[config.mk]
export PLATFORM = sky130hd
export DESIGN_NAME = fault_unit
export DESIGN_NICKNAME = d
export VERILOG_FILES = /design/src/common/fault_pkg.sv /design/src/rtl/fault_unit.sv
export VERILOG_INCLUDE_DIRS = /design/src /design/src/common
export SDC_FILE = /design/constraint.sdc
export NUM_CORES = 1
export LEC_CHECK = 0
export ABC_AREA = 1
export BUFFER_PORTS_ARGS = -buffer_cell sky130_fd_sc_hd__buf_2
export CORE_MARGIN = 3
export CORE_UTILIZATION = 62
export DETAILED_ROUTE_END_ITERATION = 10
export GPL_TIMING_DRIVEN = 0
export PLACE_DENSITY_LB_ADDON = 0.15
export SLEW_MARGIN = 0
export SYNTH_ARGS = -nofsm -noshare
export SYNTH_HDL_FRONTEND = slang
export SYNTH_SLANG_ARGS = --single-unit
[constraint.sdc]
create_clock -name pclk -period 3.15 [get_ports pclk]
set_clock_uncertainty 0.15 [all_clocks]
set_input_delay 0.63 -clock pclk [delete_from_list [all_inputs] [get_ports pclk]]
set_output_delay 0.63 -clock pclk [all_outputs]
set_load 0.03 [all_outputs]
[src/common/fault_map.svh]
// register offsets, field positions and reset values of the fault unit
//
// Contract
// - vector read bus error sets hard fault flag
// - escalated fault sets escalation flag
// - protection mismatch sets memory management flags
// - execute-never fetch always flags instruction violation
// - bus error flags stacking, unstacking, prefetch, lazy
// - data bus error flags exact or inexact
// - usage fault flags coprocessor, undefined, state, return
// - unaligned and divide by zero own flags
// - invalid state on foreign set or continuation
// - lazy fp flags only with fpu
// - configurable priority and enable except hard fault
// - same fault in own handler escalates
// - fault at or below current priority escalates
// - disabled handler fault escalates
// - bus stacking fault entering bus handler never escalates
// - hard fault preempts all but reset, nmi
// - capture address for bus and memory faults
// - hard fault in nmi or hard handler locks
// - leave lockup by reset, nmi or halt
// - nmi cannot release lockup entered from nmi
`ifndef FAULT_MAP_SVH
`define FAULT_MAP_SVH
// ------------------------------------------------------------
// register byte addresses
// ------------------------------------------------------------
`define HF_STATUS_ADDR   12'h000
`define MM_STATUS_ADDR   12'h004
`define MM_ADDRESS_ADDR  12'h008
`define BUS_STATUS_ADDR  12'h00c
`define BUS_ADDRESS_ADDR 12'h010
`define USE_STATUS_ADDR  12'h014
`define CONTROL_ADDR     12'h018
`define PRIORITY_ADDR    12'h01c
`define LOCK_STATE_ADDR  12'h020
// ------------------------------------------------------------
// field positions
// ------------------------------------------------------------
`define HF_VECTOR_BIT    1
`define HF_FORCED_BIT    30
`define MM_INSTR_BIT     0
`define MM_DATA_BIT      1
`define MM_UNSTACK_BIT   3
`define MM_STACK_BIT     4
`define MM_LAZY_BIT      5
`define BUS_PREFETCH_BIT 0
`define BUS_EXACT_BIT    1
`define BUS_INEXACT_BIT  2
`define BUS_UNSTACK_BIT  3
`define BUS_STACK_BIT    4
`define BUS_LAZY_BIT     5
`define USE_UNDEF_BIT    0
`define USE_STATE_BIT    1
`define USE_RETURN_BIT   2
`define USE_COPROC_BIT   3
`define USE_UNALIGN_BIT  8
`define USE_DIVZERO_BIT  9
`define CTRL_MM_EN_BIT   0
`define CTRL_BUS_EN_BIT  1
`define CTRL_USE_EN_BIT  2
`define PRIO_MM_LSB      0
`define PRIO_BUS_LSB     8
`define PRIO_USE_LSB     16
`define LOCK_BIT         0
`define LOCK_NMI_BIT     1
// ------------------------------------------------------------
// reset values
// ------------------------------------------------------------
`define CONTROL_RESET    3'h0
`define PRIORITY_RESET   8'h00
`define WORD_ZERO        32'h0000_0000
`endif

[src/common/fault_pkg.sv]
// types carried between the fault unit and its neighbours
package fault_pkg;
  typedef enum logic [1:0] {
    cls_mem,
    cls_bus,
    cls_use,
    cls_hard
  } fault_class_type;

  typedef struct packed {
    logic        instr_access;
    logic        xn_fetch;
    logic        data_access;
    logic        mm_stacking;
    logic        mm_unstacking;
    logic        mm_lazy_fp;
    logic        bus_stacking;
    logic        bus_unstacking;
    logic        prefetch;
    logic        bus_lazy_fp;
    logic        data_bus_exact;
    logic        data_bus_inexact;
    logic        vector_read;
    logic        coprocessor;
    logic        undefined;
    logic        foreign_set;
    logic        continuation_return;
    logic        bad_return_code;
    logic        unaligned;
    logic        divide_zero;
    logic        entering_bus_handler;
    logic [31:0] address;
  } fault_event_type;

  typedef struct packed {
    logic       in_handler;
    logic [7:0] exec_priority;
    logic       servicing_mem;
    logic       servicing_bus;
    logic       servicing_use;
    logic       in_nmi;
    logic       in_hard;
  } exec_state_type;

  typedef struct packed {
    logic            take;
    fault_class_type cls;
    logic            escalated;
  } fault_report_type;
endpackage

[src/rtl/fault_unit.sv]
// fault classification, escalation and lockup with an apb register view
`timescale 1ns/100ps
`include "fault_map.svh"
module fault_unit #(
  parameter bit HAS_FPU = 1'b1
) (
  input  wire logic                        pclk,
  input  wire logic                        presetn,
  input  wire logic                        psel,
  input  wire logic                        penable,
  input  wire logic                        pwrite,
  input  wire logic [11:0]                 paddr,
  input  wire logic [31:0]                 pwdata,
  output logic      [31:0]                 prdata,
  output logic                             pready,
  output logic                             pslverr,
  input  wire fault_pkg::fault_event_type  fault_in,
  input  wire fault_pkg::exec_state_type   exec_in,
  input  wire logic                        nmi,
  input  wire logic                        debug_halt,
  output fault_pkg::fault_report_type      report,
  output logic                             lockup
);
  import fault_pkg::*;

  // ------------------------------------------------------------
  // register state
  // ------------------------------------------------------------
  logic [31:0] hf_q, mm_q, bus_q, use_q, mm_addr_q, bus_addr_q;
  logic [31:0] hf_d, mm_d, bus_d, use_d;
  logic [2:0]  ctrl_q;
  logic [7:0]  prio_mm_q, prio_bus_q, prio_use_q;
  logic        lock_q, lock_nmi_q, lock_d, lock_nmi_d;
  fault_report_type report_d;

  // ------------------------------------------------------------
  // apb decode
  // ------------------------------------------------------------
  wire acc       = psel & penable;
  wire wr        = acc & pwrite;
  wire hit_hf    = paddr == `HF_STATUS_ADDR;
  wire hit_mm    = paddr == `MM_STATUS_ADDR;
  wire hit_mma   = paddr == `MM_ADDRESS_ADDR;
  wire hit_bus   = paddr == `BUS_STATUS_ADDR;
  wire hit_busa  = paddr == `BUS_ADDRESS_ADDR;
  wire hit_use   = paddr == `USE_STATUS_ADDR;
  wire hit_ctrl  = paddr == `CONTROL_ADDR;
  wire hit_prio  = paddr == `PRIORITY_ADDR;
  wire hit_lock  = paddr == `LOCK_STATE_ADDR;
  wire mapped    = hit_hf | hit_mm | hit_mma | hit_bus | hit_busa | hit_use
                 | hit_ctrl | hit_prio | hit_lock;
  wire [31:0] w1c_hf  = (wr & hit_hf)  ? pwdata : `WORD_ZERO;
  wire [31:0] w1c_mm  = (wr & hit_mm)  ? pwdata : `WORD_ZERO;
  wire [31:0] w1c_bus = (wr & hit_bus) ? pwdata : `WORD_ZERO;
  wire [31:0] w1c_use = (wr & hit_use) ? pwdata : `WORD_ZERO;
  wire [31:0] prio_word = {8'h00, prio_use_q, prio_bus_q, prio_mm_q};
  wire [31:0] lock_word = {30'h0, lock_nmi_q, lock_q};
  wire [31:0] rd_mux =
      hit_hf   ? hf_q       : hit_mm   ? mm_q       : hit_mma ? mm_addr_q :
      hit_bus  ? bus_q      : hit_busa ? bus_addr_q : hit_use ? use_q     :
      hit_ctrl ? {29'h0, ctrl_q} : hit_prio ? prio_word :
      hit_lock ? lock_word  : `WORD_ZERO;

  // ------------------------------------------------------------
  // classification
  // ------------------------------------------------------------
  wire lazy_ok = HAS_FPU;
  wire ev_iacc = fault_in.instr_access | fault_in.xn_fetch;
  wire ev_mm   = ev_iacc | fault_in.data_access | fault_in.mm_stacking
               | fault_in.mm_unstacking | (fault_in.mm_lazy_fp & lazy_ok);
  wire ev_bus  = fault_in.bus_stacking | fault_in.bus_unstacking
               | fault_in.prefetch | (fault_in.bus_lazy_fp & lazy_ok)
               | fault_in.data_bus_exact | fault_in.data_bus_inexact;
  wire ev_state = fault_in.foreign_set | fault_in.continuation_return;
  wire ev_use  = fault_in.coprocessor | fault_in.undefined | ev_state
               | fault_in.bad_return_code | fault_in.unaligned | fault_in.divide_zero;
  wire ev_vec  = fault_in.vector_read;

  // memory faults take precedence over bus, bus over usage, one class per cycle
  wire sel_mm  = ev_mm;
  wire sel_bus = ~ev_mm & ev_bus;
  wire sel_use = ~ev_mm & ~ev_bus & ev_use;
  wire [7:0] sel_prio = sel_mm ? prio_mm_q : sel_bus ? prio_bus_q : prio_use_q;
  wire sel_en  = sel_mm ? ctrl_q[`CTRL_MM_EN_BIT] :
                 sel_bus ? ctrl_q[`CTRL_BUS_EN_BIT] : ctrl_q[`CTRL_USE_EN_BIT];
  wire same_kind = (sel_mm & exec_in.servicing_mem) | (sel_bus & exec_in.servicing_bus)
                 | (sel_use & exec_in.servicing_use);
  // lower number is higher priority
  wire not_above = exec_in.in_handler & (sel_prio >= exec_in.exec_priority);
  wire stack_exempt = sel_bus & fault_in.bus_stacking & fault_in.entering_bus_handler;
  wire cfg_fault = sel_mm | sel_bus | sel_use;
  wire escalate = cfg_fault & ~stack_exempt
                & (same_kind | not_above | ~sel_en);
  wire hard_now = ev_vec | escalate;
  wire any_fault = cfg_fault | ev_vec;
  wire lock_entry = hard_now & (exec_in.in_nmi | exec_in.in_hard);

  // ------------------------------------------------------------
  // next state
  // ------------------------------------------------------------
  always_comb begin
    hf_d  = hf_q  & ~w1c_hf;
    mm_d  = mm_q  & ~w1c_mm;
    bus_d = bus_q & ~w1c_bus;
    use_d = use_q & ~w1c_use;
    // set wins over a clear in the same cycle
    if (ev_vec) hf_d[`HF_VECTOR_BIT] = 1'b1;
    if (escalate) hf_d[`HF_FORCED_BIT] = 1'b1;
    if (ev_iacc) mm_d[`MM_INSTR_BIT] = 1'b1;
    if (fault_in.data_access) mm_d[`MM_DATA_BIT] = 1'b1;
    if (fault_in.mm_stacking) mm_d[`MM_STACK_BIT] = 1'b1;
    if (fault_in.mm_unstacking) mm_d[`MM_UNSTACK_BIT] = 1'b1;
    if (fault_in.mm_lazy_fp & lazy_ok) mm_d[`MM_LAZY_BIT] = 1'b1;
    if (fault_in.bus_stacking) bus_d[`BUS_STACK_BIT] = 1'b1;
    if (fault_in.bus_unstacking) bus_d[`BUS_UNSTACK_BIT] = 1'b1;
    if (fault_in.prefetch) bus_d[`BUS_PREFETCH_BIT] = 1'b1;
    if (fault_in.bus_lazy_fp & lazy_ok) bus_d[`BUS_LAZY_BIT] = 1'b1;
    if (fault_in.data_bus_exact) bus_d[`BUS_EXACT_BIT] = 1'b1;
    if (fault_in.data_bus_inexact) bus_d[`BUS_INEXACT_BIT] = 1'b1;
    if (fault_in.coprocessor) use_d[`USE_COPROC_BIT] = 1'b1;
    if (fault_in.undefined) use_d[`USE_UNDEF_BIT] = 1'b1;
    if (ev_state) use_d[`USE_STATE_BIT] = 1'b1;
    if (fault_in.bad_return_code) use_d[`USE_RETURN_BIT] = 1'b1;
    if (fault_in.unaligned) use_d[`USE_UNALIGN_BIT] = 1'b1;
    if (fault_in.divide_zero) use_d[`USE_DIVZERO_BIT] = 1'b1;
  end

  // lockup: nmi releases only when lockup did not start in the nmi handler
  always_comb begin
    lock_d     = lock_q;
    lock_nmi_d = lock_nmi_q;
    if (lock_q & (debug_halt | (nmi & ~lock_nmi_q))) begin
      lock_d     = 1'b0;
      lock_nmi_d = 1'b0;
    end else if (~lock_q & lock_entry) begin
      lock_d     = 1'b1;
      lock_nmi_d = exec_in.in_nmi;
    end
  end

  // hard fault outranks every configurable class; priority logic reports nothing while locked
  always_comb begin
    report_d.take      = any_fault & ~lock_d;
    report_d.cls       = hard_now ? cls_hard : sel_mm ? cls_mem : sel_bus ? cls_bus : cls_use;
    report_d.escalated = escalate;
  end

  // ------------------------------------------------------------
  // flops
  // ------------------------------------------------------------
  always_ff @(posedge pclk or negedge presetn) begin
    if (!presetn) begin
      hf_q  <= `WORD_ZERO;
      mm_q  <= `WORD_ZERO;
      bus_q <= `WORD_ZERO;
      use_q <= `WORD_ZERO;
      lock_q     <= 1'b0;
      lock_nmi_q <= 1'b0;
      report     <= '0;
      lockup     <= 1'b0;
    end else begin
      hf_q  <= hf_d;
      mm_q  <= mm_d;
      bus_q <= bus_d;
      use_q <= use_d;
      lock_q     <= lock_d;
      lock_nmi_q <= lock_nmi_d;
      report     <= report_d;
      lockup     <= lock_d;
    end
  end

  // addresses follow the newest data, stacking or unstacking fault of their class, bus data faults only when exact
  always_ff @(posedge pclk or negedge presetn) begin
    if (!presetn) begin
      mm_addr_q  <= `WORD_ZERO;
      bus_addr_q <= `WORD_ZERO;
    end else begin
      if (fault_in.data_access | fault_in.mm_stacking | fault_in.mm_unstacking)
        mm_addr_q <= fault_in.address;
      if (fault_in.data_bus_exact | fault_in.bus_stacking | fault_in.bus_unstacking)
        bus_addr_q <= fault_in.address;
    end
  end

  always_ff @(posedge pclk or negedge presetn) begin
    if (!presetn) begin
      ctrl_q     <= `CONTROL_RESET;
      prio_mm_q  <= `PRIORITY_RESET;
      prio_bus_q <= `PRIORITY_RESET;
      prio_use_q <= `PRIORITY_RESET;
    end else if (wr & hit_ctrl) begin
      ctrl_q <= pwdata[2:0];
    end else if (wr & hit_prio) begin
      prio_mm_q  <= pwdata[`PRIO_MM_LSB +: 8];
      prio_bus_q <= pwdata[`PRIO_BUS_LSB +: 8];
      prio_use_q <= pwdata[`PRIO_USE_LSB +: 8];
    end
  end

  // zero wait states keep the read path a single register stage
  always_ff @(posedge pclk or negedge presetn) begin
    if (!presetn) begin
      prdata  <= `WORD_ZERO;
      pready  <= 1'b0;
      pslverr <= 1'b0;
    end else begin
      pready  <= psel & ~penable;
      pslverr <= psel & ~penable & ~mapped;
      prdata  <= (psel & ~penable & ~pwrite) ? rd_mux : `WORD_ZERO;
    end
  end
endmodule

==> out/metrics.yaml, run 1 <==
logic_synthesis:
  ys_ff_latch: 259
  synthAdderAreaFrac_pct: 0.859
  synth_simple_gate_area_share_pct: 15.8
  synthesis.nets: 1505
  ys.warnings.count: 0
  ys_seq_area_share_pct: 55.6
  post_synth_mux_area_share_pct: 0.676
  synth-compound-area-share_pct: 16.6
  dominant_combinational_cell_family_by_area_after_synthesis: "compound AO/OA/AOI/OAI gates"
  post_synth_inst_count: 1379
  synth_xor_area_share_pct: 0
  mappedNetlistArea_um2: 11700
  syn_avg_cell_area_um2: 8.45
  synth.distinct_cells: 37
detailed_routing:
  drt_iter0_markers: 1258
  detailroute.via_count: 10700
  route.detailed.wl_per_inst_um: 20.5
  drt-pass1-iter-count: 7
  drc: 0
  viasPerCell: 5.94
  final_antenna_net_count: 0
  routed_wire_length_um: 37200
cells_and_area:
  final_net_count: 1693
  final_cell_mix: "nand2_1, dfrtp_1, o21ai_0"
  layout.core_utilization_pct: 74.5
  syn_to_layout_area_delta_pct: 16.4
  drive_above_1_share_pct: 15.5
  antenna_cells: 0
  stdcell_area_um2: 13600
  leading_cell_type_in_the_layout_fill_and_taps_excluded: "nand2_1"
  final_cells: 1810
floorplan:
  count_of_standard_cell_rows: 49
  io_pins: 157
  die-area_um2: 20500
  die_width_um: 143
  area_of_the_core_um2: 18200
  height_of_the_die_um: 143
  starting_density_of_the_core_pct: 64.0
critical_path:
  worstPathBufferInverterCount: 2
  cp_slowest_cell: "nor2_4"
  crit_family: "simple AND/OR/NAND/NOR gates"
  worst_r2r_startpoint: "prio_use_q[0]"
  endpoint_kind: "flip-flop"
  critical-path-top-cell-by-count: "nand2_1"
  r2r_end: "report[1]"
  reg2reg_slack_ns: 0.76
  worst_r2r_path_depth: 14
  criticalPathCategory: "in -> reg"
  cp-start-kind: "input pin"
  arrival_ns: 3.23
  critPathRequiredTime_ns: 3.42
  critical-path-max-stage-delay_ns: 0.31
  cp_cell_sequence: "buf_2, nor2_1, nand2_1, nor2_4, nand2_1, buf_6, o22ai_1, a21oi_1, ha_1, nand2_1, nor2_1, nand4_1, nand3_1, nand2_1, nand2_2, nand2_2, nand2_2, nand2_2, nand2_1, nand2_1"
  critical_path_fanout_max: 10
place:
  postPlaceCellArea_um2: 12800
  gp_routability_congestion: 0.997
  placed_cells_incl_taps: 1766
  hpwl_um: 25600
  io_buffer_count: 156
sta:
  min_period_over_period_pct: 94.3
  period_minus_slack_ns: 2.97
  slew_headroom_pct: 38.6
  worst-slew-pin-transition_ns: 0.921
  rsz0062_at_grt: "false"
  report.final.hold_viol_count: 0
  fin_tns_setup_ns: 0
  final-setup-viol-count: 0
  achievable_clock_frequency_mhz: 337
  slew_viol_final: 0
cts:
  postCtsResizedCells: 0
  clk_pin_slew_worst_paths_ns: 0.06
  insertion_delay_ns: 0.54
  cts-buffers-inserted: 27
  cts_root_buf: "clkbuf_16"
  tritoncts_clock_tree: "done"
  cts_max_path_buffers: 3
  cts.htree.levels: 1
  tritoncts_num_sinks: 259
worst_hold_path:
  min_path_cells: 3
  worstHoldPathType: "in -> reg"
  worstHoldEndpoint: "mm_addr_q[22]"
  worstHoldStart: "fault_in[22]"
run:
  maxCapViolations: 0
global_routing:
  grt_max_degree: 114
  global_route.usage.total_pct: 36.3
  number_of_antenna_violations_at_the_first_check_in_global_routing: 0
  global_route.overflow_total: 0
  first_global_vias: 10500
  grt_pass1_wl_um: 56600
power_and_ir_drop:
  power.ir.vdd_worst_mv: 0.449
  pwr_density_cell_nw_per_um2: 501
  design_power_total_w: 0.00680
  static-leakage-power_nw: 7.83
outcome:
  run_status: "finished, final reports clean"
sequential cells by signal (all words and copies together) (netlist names), 3 cells and up:
| signal | count |
|---|---|
| bus_addr_q | 32 |
| prdata | 32 |
| report | 4 |
| mm_addr_q | 32 |
| prio_use_q | 8 |
| prio_mm_q | 8 |
| mm_q | 32 |
| use_q | 32 |
| ctrl_q | 3 |
| prio_bus_q | 8 |
| hf_q | 32 |
| bus_q | 32 |
synthesized netlist by cell type:
cell type  number  share of area (%)
o221ai_1        4               0.30
buf_1           1              0.032
a21oi_1        31                1.3
o211ai_1       18                1.2
o2111ai_1       1              0.075
nor3_1          1              0.043
o21a_1          1              0.064
a31oi_1        13               0.70
o21bai_1       23                1.5
nand4_1         5               0.27
buf_2          18               0.77
nand3b_1        1              0.064
inv_4           1              0.054
clkbuf_1       42                1.4
nor2_1         27               0.87
or2_1           1              0.054
nand2_1       322                 10
a41oi_1         3               0.23
nand2_2         6               0.32
nand2_4         2               0.19
buf_4           2               0.13
nand3_1        64                2.7
o21ai_0       244                 10
nor2_2          4               0.21
inv_1         242                7.8
nor2_4          5               0.48
nand3_4         1               0.15
buf_6           1              0.097
dfrtp_1       259                 56
ha_1            8               0.86
mux2_2          7               0.68
a221oi_1        1              0.075
o21ai_1         7               0.30
clkinv_4        1              0.075
nor3b_1         1              0.064
o22ai_1         7               0.38
inv_2           4               0.13
what timing repair did:
action,4_1_cts,5_1_grt
endpoints found under the hold margin,39,0
hold buffers,1,0
setup buffers,0,0
worst reg2reg max path, stage by stage (launching register included):
cell and delay (ns):
dfrtp_1 0.38, inv_1 0.11, nor2_1 0.06, a221oi_1 0.39, ha_1 0.24, o21bai_1 0.07
nand2_1 0.06, nand2_1 0.05, nand2_1 0.06, nand3_1 0.12, nand2_1 0.11, nand2_2 0.06
nand2_2 0.12, nand2_2 0.08, or2_1 0.21
metrics by stage:
step           setup slack, ns  hold WS (ns)
2_1_floorplan            0.426         0.184
3_3_place_gp             -3.26         0.300
3_5_place_dp            -0.292         0.304
4_1_cts                  0.228         0.156
5_1_grt                0.00621         0.174
6_report                 0.181         0.155
area by class of cell:
cell class	count	area [um2]
Clock inverter	5	25.0
Timing Repair Buffer	159	856
Tap cell	229	287
Fill cell	1371	4640
Multi-Input combinational cell	808	3960
Inverter	248	938
Buffer	64	278
Clock buffer	38	747
Sequential cell	259	6480
report_power, final:
part | internal (W) | total (W) | switching [W]
clock | 0.00163 | 0.00290 | 0.00127
combinational | 0.000140 | 0.000459 | 0.000319
sequential | 0.00340 | 0.00345 | 0.0000411
total | 0.00517 | 0.00680 | 0.00163
cell families (layout without fill, tap and decap cells):
logic type / Yosys count / in the layout
AOI/OAI and AO/OA: 353 / 353
adders and majority gates: 8 / 8
buffers and inverters: 312 / 514
DFF: 259 / 259
muxes: 7 / 7
and+or+nand+nor: 440 / 440
metal layers:
metal / up-vias / wire, um / share of wire (%) / GRT usage, %
li1: 4751 / - / - / -
met1: 5070 / 14000 / 38 / 48.8
met2: 733 / 16300 / 44 / 54.9
met3: 191 / 4430 / 12 / 8.44
met4: 0 / 2470 / 6.6 / 20.4
met5: - / 0 / 0 / 0
worst max path at each step:
stage                 start    endpoint  slack, ns  cells past startpoint
3_5_place_dp   fault_in[51]  lock_nmi_q      -0.29                     20
6_report       fault_in[51]  lock_nmi_q       0.18                     20
3_3_place_gp        presetn  prdata[13]      -3.26                      1
2_1_floorplan  fault_in[51]   report[1]       0.43                     16
4_1_cts        fault_in[51]   report[1]       0.23                     17
5_1_grt        fault_in[51]  lock_nmi_q      0.006                     22
No activity file was read; power rests on OpenSTA's default activity.
==> run 2: changes to the inputs <==
Settings changed: PLACE_DENSITY set to 0.85, PLACE_DENSITY_LB_ADDON 0.15 to unset.
==> run 2 against run 1 <==
  * Hold slack worse by 0.021 ns
  * Clock power is 10% higher
  * Setup slack better by 0.014 ns
  * Largest cell class unchanged
  * Sequential power hardly changed
  * Sequential share of layout area is 0.43 points lower
==> out/metrics.yaml, run 2 (same netlist as run 1, synthesis figures left out) <==
cts:
  cts_root_buf: "clkbuf_16"
  cts-buffers-inserted: 27
  clk_pin_slew_worst_paths_ns: 0.07
  insertion_delay_ns: 0.55
  tritoncts_clock_tree: "done"
  cts.htree.levels: 1
  cts_max_path_buffers: 3
  tritoncts_num_sinks: 259
power_and_ir_drop:
  static-leakage-power_nw: 7.89
  internal_power_w: 0.00540
  power_frac_clock_pct: 45.0
  power.share.switching_pct: 24.0
  design_power_total_w: 0.00711
  seq_power_share_pct: 48.5
  pwr_density_cell_nw_per_um2: 519
  pwr-share-comb_pct: 6.5
  p_sw_w: 0.00170
  power.ir.vdd_worst_mv: 0.472
cells_and_area:
  regArea_um2: 6480
  fillCellCount: 1339
  syn_to_layout_area_delta_pct: 17.5
  drive_above_1_share_pct: 16.1
  stdcell_area_um2: 13700
  multi_input_comb_area_um2: 3960
  final_net_count: 1694
  final_cell_mix: "nand2_1, dfrtp_1, o21ai_0"
  leading_cell_type_in_the_layout_fill_and_taps_excluded: "nand2_1"
  final_cells: 1819
critical_path:
  critical-path-top-cell-by-count: "nand2_2"
  critical_path_fanout_max: 10
  crit_family: "simple AND/OR/NAND/NOR gates"
  worstPathBufferInverterCount: 4
  arrival_ns: 3.23
  cp-start-kind: "input pin"
  endpoint_kind: "flip-flop"
  criticalPathCategory: "in -> reg"
  critical-path-max-stage-delay_ns: 0.30
  critPathRequiredTime_ns: 3.43
  cp_cell_sequence: "buf_2, inv_1, nand3_4, clkinv_4, nand2_1, nor2_1, buf_4, a21oi_1, ha_1, nand2_1, nor2_1, nand4_1, nand3_1, nand2_1, nand2_2, nand2_2, nand2_2, nand2_2, nand2_2, nor2_2"
  cp_slowest_cell: "ha_1"
run:
  maxCapViolations: 0
detailed_routing:
  drt_iter0_markers: 1460
  final_antenna_net_count: 0
  routed_wire_length_um: 37900
  drt-pass1-iter-count: 5
  detailroute.via_count: 11000
  viasPerCell: 6.03
  drc: 0
  route.detailed.wl_per_inst_um: 20.8
sta:
  worst-slew-pin-transition_ns: 0.965
  final-setup-viol-count: 0
  final.setup.worst_slack_ns: 0.195
  period_minus_slack_ns: 2.96
  rsz0062_at_grt: "false"
  achievable_clock_frequency_mhz: 338
  slew_viol_final: 0
  min_period_over_period_pct: 93.8
  slew_headroom_pct: 35.7
  fin_tns_setup_ns: 0
  report.final.hold_viol_count: 0
global_routing:
  grt_pass1_wl_um: 57000
  global_route.usage.total_pct: 37.0
  global_route.overflow_total: 0
  grt_max_degree: 115
  first_global_vias: 10500
  number_of_antenna_violations_at_the_first_check_in_global_routing: 0
place:
  dp_slack_ns: -0.392
  placed_cells_incl_taps: 1766
  gp_routability_congestion: 0.982
  hpwl_um: 25600
  io_buffer_count: 156
  postPlaceCellArea_um2: 12800
floorplan:
  die-area_um2: 20500
  die_width_um: 143
  area_of_the_core_um2: 18200
  height_of_the_die_um: 143
  count_of_standard_cell_rows: 49
  starting_density_of_the_core_pct: 64.0
  io_pins: 157
worst_hold_path:
  worstHoldPathType: "in -> reg"
outcome:
  run_status: "finished, final reports clean"
[run 2: final cells by class]
type | count | share of cell area, %
sequential | 259 | 47.3
inverter | 248 | 6.85
clock inverter | 12 | 0.850
clock buffer | 38 | 5.60
antenna | 1 | 0.0183
buffer | 64 | 2.03
multi-input combinational | 808 | 28.9
tap | 229 | 2.09
timing repair buffer | 160 | 6.31
[run 2: timing repair]
item / in CTS / in global routing
endpoints found under the hold margin: 67 / 0
hold buffers: 1 / 0
resized for setup: 0 / 1
endpoints found under the setup margin: 0 / 4
buffers inserted: 0 / 1
[run 2: stage by stage]
stage / util [%] / hold slack [ns]
after floorplan: - / 0.184
after global placement: 69.9 / 0.298
after detailed placement: 70.2 / 0.303
after CTS: 75.1 / 0.136
after global routing: 75.2 / 0.154
final: 75.2 / 0.134
[run 2: worst reg2reg max path: stages, from the launching register on]
cell	delay (ns)
dfrtp_1	0.45
o22ai_1	0.19
a21oi_1	0.06
ha_1	0.30
nand2_1	0.06
nor2_1	0.21
nand4_1	0.12
nand3_1	0.14
nand2_1	0.10
nand2_2	0.08
nand2_2	0.09
nand2_2	0.11
nand2_2	0.07
nand2_2	0.07
nor2_2	0.04
[run 2: power by group through the flow]
stage	clock [W]	combinational (W)	sequential, W
floorplan	0	0.000178	0.00351
global placement	0	0.000428	0.00350
detailed placement	0	0.000450	0.00350
CTS	0.00318	0.000456	0.00345
global route	0.00335	0.000512	0.00345
finish	0.00320	0.000462	0.00345
[run 2: routing by layer]
metal | vias to the layer above | GRT usage [%] | wire (um) | share of wire, %
li1 | 4761 | - | - | -
met1 | 5203 | 48.9 | 13600 | 36
met2 | 817 | 58.0 | 17500 | 46
met3 | 189 | 7.87 | 4600 | 12
met4 | 0 | 19.5 | 2140 | 5.7
met5 | - | 0 | 0 | 0
[run 2: path summary, 6_finish.rpt]
kind                              start        endpoint  slack (ns)  cells after the start
hold reg to reg            mm_addr_q[7]    mm_addr_q[7]        0.32                      2
hold / removal             fault_in[47]         mm_q[5]        0.13                      3
setup / recovery           fault_in[48]       report[3]        0.19                     20
min in group asynchronous       presetn  bus_addr_q[28]        0.48                      2
max in group asynchronous       presetn       use_q[18]        1.40                      3
setup reg to reg           prio_mm_q[5]       report[3]        0.80                     14
==> run 3: changes to the inputs <==
Settings changed: CELL_PAD_IN_SITES_DETAIL_PLACEMENT set to 0, CELL_PAD_IN_SITES_GLOBAL_PLACEMENT set to 1, CORE_UTILIZATION 62 to 43, PLACE_DENSITY 0.85 to unset, PLACE_DENSITY_LB_ADDON set to 0.1, TNS_END_PERCENT set to 50.
Clock period 3.15 ns to 3.27 ns, I/O delays scaled along.
==> run 3 against run 2 <==
  * The flow now finishes with violations (negative hold slack)
  * Largest cell class unchanged
  * Final area rose by 1.4%
  * Non-clock buffer count fell by 1
  * Die area rose by 42%
  * Global-route usage fell by 9.0 points
  * Total power fell by 1.2%
  * Clock power rose by 2%
  * Cell count rose by 5.6%
==> out/metrics.yaml, run 3 (same netlist as run 1, synthesis figures left out) <==
outcome:
  run_status: "finished with violations"
  violations_in_the_final_reports: "negative hold slack"
global_routing:
  number_of_antenna_violations_at_the_first_check_in_global_routing: 0
  grt_pass1_wl_um: 61100
  global_route.usage.total_pct: 28.0
  grt_max_degree: 99
  first_global_vias: 9927
  global_route.overflow_total: 0
place:
  io_buffer_count: 156
  postPlaceCellArea_um2: 12900
  gp_routability_congestion: 0.903
  hpwl_um: 28400
  placed_cells_incl_taps: 1872
floorplan:
  starting_density_of_the_core_pct: 44.2
  die-area_um2: 29100
  io_pins: 157
  area_of_the_core_um2: 26400
  height_of_the_die_um: 171
  die_width_um: 171
  count_of_standard_cell_rows: 59
critical_path:
  cp-start-kind: "input pin"
  critical_path_fanout_max: 10
  critPathRequiredTime_ns: 3.55
  endpoint_kind: "flip-flop"
  arrival_ns: 3.29
  criticalPathCategory: "in -> reg"
sta:
  rsz0062_at_grt: "false"
  period_minus_slack_ns: 3.01
  fin_tns_setup_ns: 0
  report.final.hold_viol_count: 30
  min_period_over_period_pct: 92.0
  slew_viol_final: 0
  achievable_clock_frequency_mhz: 333
  hold_slack_ns: -0.0213
  worst-slew-pin-transition_ns: 0.856
  final-setup-viol-count: 0
  slew_headroom_pct: 42.9
detailed_routing:
  drt_iter0_markers: 920
  route.detailed.wl_per_inst_um: 21.1
  detailroute.via_count: 10200
  final_antenna_net_count: 0
  viasPerCell: 5.32
  routed_wire_length_um: 40500
  drc: 0
  drt-pass1-iter-count: 5
cts:
  insertion_delay_ns: 0.55
  cts_max_path_buffers: 3
  tritoncts_num_sinks: 259
  cts-buffers-inserted: 29
  cts.htree.levels: 1
  clk_pin_slew_worst_paths_ns: 0.06
  tritoncts_clock_tree: "done"
  cts-hold-fix-buffers: 0
  cts_root_buf: "clkbuf_16"
  postCtsResizedCells: 0
cells_and_area:
  fillCellCount: 2609
  antenna_cells: 0
  multi_input_comb_area_um2: 3960
  drive_above_1_share_pct: 16.1
  stdcell_area_um2: 13900
  leading_cell_type_in_the_layout_fill_and_taps_excluded: "nand2_1"
  syn_to_layout_area_delta_pct: 19.1
  regArea_um2: 6480
  final_net_count: 1695
  final_cell_mix: "nand2_1, dfrtp_1, o21ai_0"
  final_cells: 1921
power_and_ir_drop:
  pwr_density_cell_nw_per_um2: 506
  design_power_total_w: 0.00702
  static-leakage-power_nw: 7.92
  power.ir.vdd_worst_mv: 0.354
run:
  maxCapViolations: 0
worst_hold_path:
  worstHoldPathType: "in -> async"
==> run 3: per-layer routing <==
layer / part of all wire, % / GRT usage (%)
met4: 3.3 / 7.90
met2: 46 / 45.3
met5: 0 / 0
met1: 43 / 39.7
met3: 7.2 / 3.79
==> run 3: area by class of cell <==
class	instances	area share (%)
inverter	248	6.76
multi-input combinational	808	28.5
clock inverter	6	0.622
buffer	64	2.00
timing repair buffer	159	6.15
clock buffer	42	6.23
sequential	259	46.7
tap	335	3.02
==> run 3: critical path: stages <==
cell and delay (ns):
buf_2 0.15, nor2_1 0.09, nand2_1 0.17, nor2_1 0.30, nand2_1 0.14, buf_6 0.17
o22ai_1 0.20, a21oi_1 0.10, ha_1 0.30, nand2_1 0.07, nor2_1 0.19, nand4_1 0.10
nand3_1 0.12, nand2_1 0.07, nand2_2 0.07, nand2_2 0.11, nand2_2 0.10, nand2_2 0.06
nand2_2 0.07, nor2_2 0.03
==> run 3: path summary, 6_finish.rpt <==
| path | start | endpoint | slack (ns) | cells after the start |
|---|---|---|---|---|
| worst max-delay path | fault_in[46] | report[3] | 0.26 | 20 |
| worst min-delay path | presetn | report[1] | -0.02 | 1 |
| worst max register to register | prio_mm_q[5] | report[1] | 0.88 | 11 |
| worst min register to register | mm_addr_q[19] | mm_addr_q[19] | 0.32 | 2 |
| max in group asynchronous | presetn | mm_q[21] | 2.08 | 2 |
| min in group pclk | fault_in[35] | use_q[2] | 0.17 | 3 |
==> run 3: timing repair <==
item                                    CTS  global route
buffers inserted                          0             1
hold endpoints to repair                  0             0
endpoints found under the setup margin    0             4
==> run 3: through the flow <==
step / util (%) / worst slack, ns
floorplan: - / 0.522
global placement: 48.8 / -3.50
detailed placement: 49.0 / -0.450
CTS: 52.6 / 0.0973
global route: 52.7 / 0.0487
finish: 52.7 / 0.263
==> run 3: power breakdown <==
part	leakage [nW]	switching [W]	internal (W)
sequential	3.36	0.0000370	0.00328
combinational	4.09	0.000307	0.000135
clock	0.468	0.00129	0.00197
